<file path="config.mk">
export PLATFORM = sky130hd
export DESIGN_NAME = uie_irq_enable
export DESIGN_NICKNAME = d
export VERILOG_FILES = /design/src/core/uie_pkg.sv /design/src/core/uie_enable_cell.sv /design/src/core/uie_flag_cell.sv /design/src/core/uie_irq_enable.sv
export SDC_FILE = /design/constraint.sdc
export NUM_CORES = 1
export LEC_CHECK = 0
export ABC_AREA = 1
export BUFFER_PORTS_ARGS = -buffer_cell sky130_fd_sc_hd__clkbuf_2
export CAP_MARGIN = 20
export CORE_MARGIN = 10
export CORE_UTILIZATION = 40
export DETAILED_ROUTE_END_ITERATION = 12
export PLACE_DENSITY = 0.73
export SLEW_MARGIN = 25
export SYNTH_ARGS = -nofsm -noshare
export SYNTH_HDL_FRONTEND = slang
export SYNTH_SLANG_ARGS = --single-unit
</file>
<file path="constraint.sdc">
create_clock -name i_clk -period 1.57 [get_ports i_clk]
set_clock_uncertainty 0.1 [all_clocks]
set_input_delay 0.0785 -clock i_clk [delete_from_list [all_inputs] [get_ports i_clk]]
set_output_delay 0.0785 -clock i_clk [all_outputs]
set_load 0.05 [all_outputs]
</file>
<file path="src/core/uie_pkg.sv">
// Functional notes
// - bit 0 write one enables bus reset
// - bit 1 write one enables started event
// - bits 2..9 enable IN endpoint 0..7 ends
// - bit 10 enables control data step done
// - bit 11 enables iso IN transfer end
// - bits 12..19 enable OUT endpoint 0..7 ends
// - bit 20 enables iso OUT transfer end
// - bit 21 enables start of frame
// - bit 22 enables bus condition event
// - bit 23 enables control setup received
// - bit 24 endpoint data; 25..31 read zero
// - clear register at 0x308 disables, same readback
package uie_pkg;

	// =========================================================
	// widths
	localparam int EVT_W  = 25;
	localparam int DATA_W = 32;
	localparam int ADDR_W = 12;
	localparam int NUM_EP = 8;

	// =========================================================
	// register offsets (byte addresses)
	localparam logic [ADDR_W-1:0] OFS_FLAGS  = 12'h100;
	localparam logic [ADDR_W-1:0] OFS_PEND   = 12'h104;
	localparam logic [ADDR_W-1:0] OFS_EN_SET = 12'h304;
	localparam logic [ADDR_W-1:0] OFS_EN_CLR = 12'h308;

	// =========================================================
	// field positions
	localparam int BIT_BUS_RESET  = 0;
	localparam int BIT_STARTED    = 1;
	localparam int BIT_IN_EP0     = 2;
	localparam int BIT_CTRL_DONE  = 10;
	localparam int BIT_ISO_IN     = 11;
	localparam int BIT_OUT_EP0    = 12;
	localparam int BIT_ISO_OUT    = 20;
	localparam int BIT_SOF        = 21;
	localparam int BIT_BUS_COND   = 22;
	localparam int BIT_CTRL_SETUP = 23;
	localparam int BIT_EP_DATA    = 24;

	// =========================================================
	// reset values
	localparam logic              EN_RST    = 1'b0;
	localparam logic              FLAG_RST  = 1'b0;
	localparam logic [DATA_W-1:0] RDATA_RST = 32'h0000_0000;

	// =========================================================
	// types
	typedef enum logic {
		ST_IDLE = 1'b0,
		ST_ACK  = 1'b1
	} uie_bus_st_t;

	typedef struct packed {
		uie_bus_st_t        st;
		logic [DATA_W-1:0]  rdata;
		logic               irq;
	} uie_top_st_t;

	typedef struct packed {
		logic bit_q;
	} uie_cell_st_t;

endpackage

</file>
<file path="src/core/uie_enable_cell.sv">
`timescale 1ns/1ps
module uie_enable_cell
	import uie_pkg::*;
(
	input  wire logic i_clk,  // system clock
	input  wire logic i_rst,  // sync reset, active high
	input  wire logic i_set,  // write one to set register
	input  wire logic i_clr,  // write one to clear register
	output logic      o_en    // enable state
);

	uie_cell_st_t s_q;
	uie_cell_st_t s_d;

	// =========================================================
	// set and clear sit at different offsets, never together
	always_comb begin
		s_d = s_q;
		if (i_set) begin
			s_d.bit_q = 1'b1;
		end else if (i_clr) begin
			s_d.bit_q = 1'b0;
		end
	end

	always_ff @(posedge i_clk) begin
		if (i_rst) begin
			s_q.bit_q <= EN_RST;
		end else begin
			s_q <= s_d;
		end
	end

	assign o_en = s_q.bit_q;

endmodule

</file>
<file path="src/core/uie_flag_cell.sv">
`timescale 1ns/1ps
module uie_flag_cell
	import uie_pkg::*;
(
	input  wire logic i_clk,    // system clock
	input  wire logic i_rst,    // sync reset, active high
	input  wire logic i_event,  // event pulse
	input  wire logic i_clr,    // write one to clear
	output logic      o_flag    // sticky flag
);

	uie_cell_st_t s_q;
	uie_cell_st_t s_d;

	// =========================================================
	// a new event beats a clear in the same cycle
	always_comb begin
		s_d = s_q;
		if (i_event) begin
			s_d.bit_q = 1'b1;
		end else if (i_clr) begin
			s_d.bit_q = 1'b0;
		end
	end

	always_ff @(posedge i_clk) begin
		if (i_rst) begin
			s_q.bit_q <= FLAG_RST;
		end else begin
			s_q <= s_d;
		end
	end

	assign o_flag = s_q.bit_q;

endmodule

</file>
<file path="src/core/uie_irq_enable.sv">
`timescale 1ns/1ps
module uie_irq_enable
	import uie_pkg::*;
(
	input  wire logic              i_clk,              // system clock
	input  wire logic              i_rst,              // sync reset, active high
	input  wire logic [ADDR_W-1:0] i_avs_address,      // byte address
	input  wire logic              i_avs_read,         // read request
	input  wire logic              i_avs_write,        // write request
	input  wire logic [DATA_W-1:0] i_avs_writedata,    // write data
	input  wire logic [3:0]        i_avs_byteenable,   // byte lanes
	output logic [DATA_W-1:0]      o_avs_readdata,     // read data
	output logic                   o_avs_waitrequest,  // stall
	input  wire logic [EVT_W-1:0]  i_event,            // event pulses
	output logic [EVT_W-1:0]       o_enable,           // enable state
	output logic                   o_irq               // interrupt level
);

	// =========================================================
	// state
	uie_top_st_t s_q;
	uie_top_st_t s_d;

	logic [EVT_W-1:0]  en;
	logic [EVT_W-1:0]  flags;
	logic [EVT_W-1:0]  pend;
	logic [DATA_W-1:0] lane_mask;
	logic [DATA_W-1:0] wmask;
	logic [EVT_W-1:0]  wbits;
	logic              req;
	logic              wr_fire;
	logic              hit_set;
	logic              hit_clr;
	logic              hit_flags;
	logic [EVT_W-1:0]  set_v;
	logic [EVT_W-1:0]  clr_v;
	logic [EVT_W-1:0]  flag_clr_v;

	// =========================================================
	// bus decode
	assign req       = i_avs_read | i_avs_write;
	assign wr_fire   = (s_q.st == ST_ACK) & i_avs_write;
	assign hit_set   = (i_avs_address == OFS_EN_SET);
	assign hit_clr   = (i_avs_address == OFS_EN_CLR);
	assign hit_flags = (i_avs_address == OFS_FLAGS);

	always_comb begin
		for (int b = 0; b < 4; b++) begin
			lane_mask[8*b +: 8] = {8{i_avs_byteenable[b]}};
		end
	end

	assign wmask = i_avs_writedata & lane_mask;
	// upper bits have no storage, writes to them are dropped
	assign wbits = wmask[EVT_W-1:0];

	// zero bits produce no strobe, so their enables hold
	assign set_v      = (wr_fire & hit_set)   ? wbits : '0;
	assign clr_v      = (wr_fire & hit_clr)   ? wbits : '0;
	assign flag_clr_v = (wr_fire & hit_flags) ? wbits : '0;

	// =========================================================
	// per-event enable and sticky flag
	for (genvar g = 0; g < EVT_W; g++) begin : g_bit
		uie_enable_cell u_en (
			.i_clk (i_clk),
			.i_rst (i_rst),
			.i_set (set_v[g]),
			.i_clr (clr_v[g]),
			.o_en  (en[g])
		);
		uie_flag_cell u_flag (
			.i_clk   (i_clk),
			.i_rst   (i_rst),
			.i_event (i_event[g]),
			.i_clr   (flag_clr_v[g]),
			.o_flag  (flags[g])
		);
	end

	// =========================================================
	// named views of the enable vector
	logic             en_bus_reset;
	logic             en_started;
	logic [NUM_EP-1:0] en_in_ep;
	logic             en_ctrl_done;
	logic             en_iso_in;
	logic [NUM_EP-1:0] en_out_ep;
	logic             en_iso_out;
	logic             en_sof;
	logic             en_bus_cond;
	logic             en_ctrl_setup;
	logic             en_ep_data;

	assign en_bus_reset  = en[BIT_BUS_RESET];
	assign en_started    = en[BIT_STARTED];
	assign en_in_ep      = en[BIT_IN_EP0 +: NUM_EP];
	assign en_ctrl_done  = en[BIT_CTRL_DONE];
	assign en_iso_in     = en[BIT_ISO_IN];
	assign en_out_ep     = en[BIT_OUT_EP0 +: NUM_EP];
	assign en_iso_out    = en[BIT_ISO_OUT];
	assign en_sof        = en[BIT_SOF];
	assign en_bus_cond   = en[BIT_BUS_COND];
	assign en_ctrl_setup = en[BIT_CTRL_SETUP];
	assign en_ep_data    = en[BIT_EP_DATA];

	// events gated by their own enables, in bit order
	assign pend = {
		flags[BIT_EP_DATA]    & en_ep_data,
		flags[BIT_CTRL_SETUP] & en_ctrl_setup,
		flags[BIT_BUS_COND]   & en_bus_cond,
		flags[BIT_SOF]        & en_sof,
		flags[BIT_ISO_OUT]    & en_iso_out,
		flags[BIT_OUT_EP0 +: NUM_EP] & en_out_ep,
		flags[BIT_ISO_IN]     & en_iso_in,
		flags[BIT_CTRL_DONE]  & en_ctrl_done,
		flags[BIT_IN_EP0 +: NUM_EP] & en_in_ep,
		flags[BIT_STARTED]    & en_started,
		flags[BIT_BUS_RESET]  & en_bus_reset
	};

	// =========================================================
	// next state: handshake, read capture, interrupt
	always_comb begin
		s_d = s_q;
		unique case (s_q.st)
			ST_IDLE: begin
				if (req) begin
					s_d.st = ST_ACK;
					if (i_avs_read) begin
						unique case (i_avs_address)
							// both views read the shared enable state
							OFS_EN_SET,
							OFS_EN_CLR: s_d.rdata = {{(DATA_W-EVT_W){1'b0}}, en};
							OFS_FLAGS:  s_d.rdata = {{(DATA_W-EVT_W){1'b0}}, flags};
							OFS_PEND:   s_d.rdata = {{(DATA_W-EVT_W){1'b0}}, pend};
							default:    s_d.rdata = RDATA_RST;
						endcase
					end else begin
						s_d.rdata = RDATA_RST;
					end
				end
			end
			ST_ACK: begin
				s_d.st = ST_IDLE;
			end
		endcase
		s_d.irq = |pend;
	end

	always_ff @(posedge i_clk) begin
		if (i_rst) begin
			s_q.st    <= ST_IDLE;
			s_q.rdata <= RDATA_RST;
			s_q.irq   <= 1'b0;
		end else begin
			s_q <= s_d;
		end
	end

	// =========================================================
	// outputs
	assign o_avs_readdata    = s_q.rdata;
	assign o_avs_waitrequest = (s_q.st != ST_ACK);
	assign o_enable          = en;
	assign o_irq             = s_q.irq;
endmodule

</file>
Word level (Yosys, flattened, before mapping)
Cells that the tools add are included.
{ "totals": {"regBits": 84, "in_bits": 77, "out_inout_bits": 59, "elab_cells": 235} }
{ "op_classes": {"n_eq_ne": 4, "muxes": 107, "n_bitwise": 18, "reduce_logical": 53} }
{ "ops": {"columns": ["cell", "count"], "rows": [
  ["two-way mux 1 bit", 100],
  ["two-way mux 25 bit", 4],
  ["nonzero test 2 bit", 50],
  ["one-hot mux 25 bit (3 select lines)", 1],
  ["two-way mux 33 bit", 1],
  ["AND 25 bit", 1],
  ["OR reduction 25 bit", 1],
  ["equality test 12 x 10 -> 1 bit, second input constant", 2],
  ["equality test 12 x 9 -> 1 bit, second input constant", 2],
  ["AND 8 bit", 2],
  ["AND 1 bit", 13],
  ["one-hot mux 1 bit (2 select lines)", 1],
  ["AND reduction 2 bit", 1],
  ["OR reduction 2 bit", 1],
  ["NOT 1 bit", 1],
  ["bitwise OR 1 bit", 1]
]} }

Logic depth before layout (Yosys ltp)
{ "depth": {"ltp_word": 6, "depth_mapped": 10, "ltp_nobuf": 9} }

By module
From an unflattened synthesis, not the netlist that was laid out.
{ "unflattened": {"cells_unflattened": 774, "area_unflattened_um2": 4763.3} }
{ "modules_own_cells": {"columns": ["module", "instances", "cells_per_inst", "area_per_inst_um2", "seq_area_each_um2"], "rows": [
  ["uie_irq_enable", 1, 524, 2761.4, 540.5],
  ["uie_enable_cell", 25, 5, 40.0, 20.0],
  ["uie_flag_cell", 25, 5, 40.0, 20.0]
]} }

Worst setup path before layout
No wires, ideal clock.
{ "synth_timing": {"path_type": "reg2reg", "startpoint": "register s_q[33] (netlist name)", "endpoint": "register s_q, in the netlist o_avs_readdata[15]", "setup_ps": 132, "arrival_ps": 1259, "required_time_ps": 1338, "slack_ps": 78, "path_stages_with_launch": 6, "path_buffers": 1, "synth_period_minus_slack_ps": 1492, "cell_sequence": "dfxtp_1 inv_1 o21ai_1 clkbuf_1 nand2_1 a21oi_1"} }
{ "synth_via": {"elab_chain_cells": 2} }
{ "synth_lines": {"columns": ["item", "line", "source"], "rows": [
  ["start: declaration", "uie_irq_enable.sv:21", "uie_top_st_t s_q;"],
  ["NOT 1 bit", null, null],
  ["net o_avs_waitrequest", "uie_irq_enable.sv:13", "output logic o_avs_waitrequest,"],
  ["AND reduction 2 bit (no line)", null, null]
]} }
The timed path passes the listed nets, and every way through them passes these cells.
A chain may end at the register's enable or synchronous reset.

Worst setup path in the final report
{ "layout_timing": {"startpoint": "register s_q[33] (netlist name)", "endpoint": "register g_bit[1].u_en.s_q"} }
{ "layout_via": {"elab_chain_cells": 4, "elab_cells_between_ends": 7, "classes_between": "mux: 3; bitwise: 3; reduce/logical: 1"} }
{ "layout_lines": {"columns": ["item", "line", "source"], "rows": [
  ["AND 1 bit *", "uie_irq_enable.sv:42", "assign wr_fire = (s_q.st == ST_ACK) & i_avs_write;"],
  ["AND 1 bit, on equally long branches", "uie_irq_enable.sv:58, uie_irq_enable.sv:59", null],
  ["two-way mux 25 bit, on equally long branches", "uie_irq_enable.sv:58, uie_irq_enable.sv:59", null],
  ["two-way mux 1 bit or nonzero test 2 bit (tied branches)", null, null],
  ["end: declaration", "uie_enable_cell.sv:12", "uie_cell_st_t s_q;"]
]} }
Every way passes the cells marked *; elsewhere a longest branch is shown, timed or not.

==> out/metrics.csv <==
metric,value,unit
outcome,"finished, final reports clean",
clock transition at the registers of the reported paths,0.08,ns
required time of the critical path,1.70,ns
number of levels in the clock H-tree,3,
fin crit share,88.57,%
Final HPWL DP,8824,microns
vertical die dimension,124.4,microns
Comb power frac,11.6,%
buffer type at the clock tree root,clkbuf_8,
total length of routed wires,13000,microns
number of top-level pins,136,
Worst Hold Launch,i_avs_write,
Register-to-Register Setup Slack,0.18,ns
"Largest stage delay, worst path",0.34,ns
net switching fraction of the power,25.10,%
wire length of the first global-routing pass,21160,microns
Crit path arrival time,1.52,ns
overall overflow remaining after global route,0,
Total Negative Setup Slacks,0,ns
PD cells,726.4,nW/um^2
portion of total power attributed to the clock network,37.4,%
Slew Limit Fails,0,
Worst IR Drop VDD,337.5,uV
total standard cell area after synthesis,4358,sq um
number of fill cells in the layout,1101,
number of synthesized register bits,77,
clock network latency to the later pin of the worst-skew pair,0.35,ns
biggest area contributors in the synthesized netlist,"dfxtp_1 (35%), nand2_1 (16%), buf_4 (9.8%)",
# setup viols final,0,
CTS tree,built,
mean instance size in the synthesized netlist,6.466,sq um
total count of hold-check failures in the final report,0,
count of clock tree sinks,77,
buffering stage count on the worst path with inverters included,2,
CP max-delay cell,dfxtp_1,
kind of end point of the critical path,flop,
area growth from synthesis to final layout,25.70,%
row count,38,
DRC violation total after the first TritonRoute iteration,299,
YS warnings,0,
number of buffers added by the clock tree synthesis step,9,
Core Region,10750,sq um
maximum count of clock buffers along a single path,2,
sequential power share,51.1,%
end of the worst register-to-register path,g_bit[1].u_en.o_en,
most used cells in the layout excluding fill and tap cells,"nand2_1 (186), clkbuf_2 (121), inv_1 (84), nand3_1 (79), dfxtp_1 (77)",
time the worst path needs with I/O delays and setup,1.391,ns
"critical path fanouts, max",14,
initial core utilization,40.56,%
Die Footprint,15470,sq um
via/cell ratio,4.785,
Hold Path Depth,4,
share of the synthesized area in the top cell type,35.37,%
path category of the worst min-delay check,in2reg,
DRC violation count after routing,0,
critical path's top delay family,flip-flops,
critical path launch point type,flop,
number of max-capacitance violations reported,0,
number of library cell types mapped by synthesis,22,
CP cell instances,nand2_1 -> inv_1 -> nand4_1 -> buf_4 -> o21ai_0 -> a21oi_1,
area occupied by multi-input gates,1938,sq um
end point of the worst hold path,s_q[33],
logic depth of the worst register-to-register path,6,
Final ANT Viol Nets,0,
maximum number of pins on one net before global-route repair,78,
leading area contributor after synthesis,dfxtp_1,
leakage component of the power,0.002772,uW
sequential fraction of the synthesis area,35.37,%
router iterations before antenna repair,5,
Total GRT Usage,16.34,%
fin nets,861,
setup repair after global routing missed its margin,no,
average routed wire per standard cell,13.97,microns
number of vias in the routed layout,4450,
Pint,2980,uW
worst setup slack before clock tree synthesis,0.1573,ns
min setup slack post-route,0.1795,ns
number of antenna violations at the first check in global routing,1,
worst reg2reg startpoint,s_q[33],
Die W,124.4,microns
FF+latch area,1541,sq um
"leading cell type in the layout, fill and taps excluded",nand2_1,
number of buffers added on ports,121,
maximum clock frequency,0.7192,GHz
ratio of cells with drive above 1 in the final layout,20.53,%
worst setup path class,reg2reg,
routability congestion estimate from global placement,0.7704,
cells after synthesis,674,
via count of the first global-routing pass,4244,
Sw Pwr,998.7,uW
-- per-stage QoR --
stage,area [sq um],util [%],power [uW],std cells,hold WS [ns]
2_1_floorplan,4380,-,2284,680,0.1125
3_3_place_gp,4772,44.41,2427,862,0.2012
3_5_place_dp,4772,44.41,2433,862,0.2009
4_1_cts,5475,50.95,4021,929,0.05948
5_1_grt,5478,50.98,4145,930,0.1120
6_report,5478,50.98,3979,930,0.07695
-- registers in the layout, indices dropped and copies added (netlist names) --
name                 flops
o_avs_readdata          25
o_irq                    1
g_bit.u_flag.o_flag     25
g_bit.u_en.o_en         25
s_q                      1
-- cell families (layout without fill, tap and decap cells) --
logic type	count (synthesis)	count (layout)	synth area share [%]
DFF	77	77	35.37
buffers and inverters	178	287	20.87
AOI/OAI and AO/OA	127	127	14.58
other	1	8	0.08605
and+or+nand+nor	291	291	29.08
-- cell type report --
type / instances / share of cell area (%)
clock buffer: 12 / 2.650
inverter: 85 / 5.825
antenna: 1 / 0.04568
tap: 140 / 3.198
clock inverter: 4 / 0.8680
timing repair buffer: 186 / 23.89
multi-input combinational: 425 / 35.38
sequential: 77 / 28.14
-- worst max-delay path by stage --
stage,start,slack [ns],depth (start not counted),end
after floorplan,s_q[33],0.08,5,o_avs_readdata[15]
after global placement,i_avs_address[10],0.19,11,o_avs_readdata[1]
after detailed placement,i_avs_address[7],0.16,11,o_avs_readdata[1]
after CTS,s_q[33],0.20,6,g_bit[1].u_en.o_en
after global routing,s_q[33],0.02,6,g_bit[1].u_en.o_en
final,s_q[33],0.18,6,g_bit[1].u_en.o_en
-- synth_stat cells --
library cell and count:
buf_2 10, dfxtp_1 77, buf_4 57, conb_1 1
inv_2 1, nor4_1 1, nand3_2 1, o21ai_1 1
nand3_1 79, clkbuf_1 24, nand2_2 2, o21ai_0 50
a21oi_1 76, buf_6 2, inv_1 84, nand4_1 7
nor2_8 1, nor2_2 5, nor2_1 6, nor2_4 2
nor3_1 1, nand2_1 186
-- per-layer routing --
metal / GRT usage, % / vias to the layer above / wire [microns]
met5: 0 / - / 0
met4: 6.785 / 0 / 276
met3: 3.447 / 22 / 680
met2: 28.66 / 130 / 6434
met1: 18.74 / 1992 / 5605
li1: - / 2306 / -
-- worst min-delay path: stages --
cell      delay [ns]
clkbuf_2        0.10
o21ai_2         0.06
buf_12          0.16
nor2_1          0.08
-- timing repair --
action	in CTS	in global routing
endpoints found under the hold margin	50	0
endpoints found under the setup margin	0	1
buffers inserted	0	0
hold buffers	51	0
gates resized for setup	0	1
-- power by group through the flow --
stage,logic (uW),clock network (uW),registers [uW]
floorplan,215,0,2070
global placement,351,0,2080
detailed placement,355,0,2080
CTS,456,1530,2030
global route,505,1600,2040
finish,460,1490,2030
No activity file was read; power rests on OpenSTA's default activity.
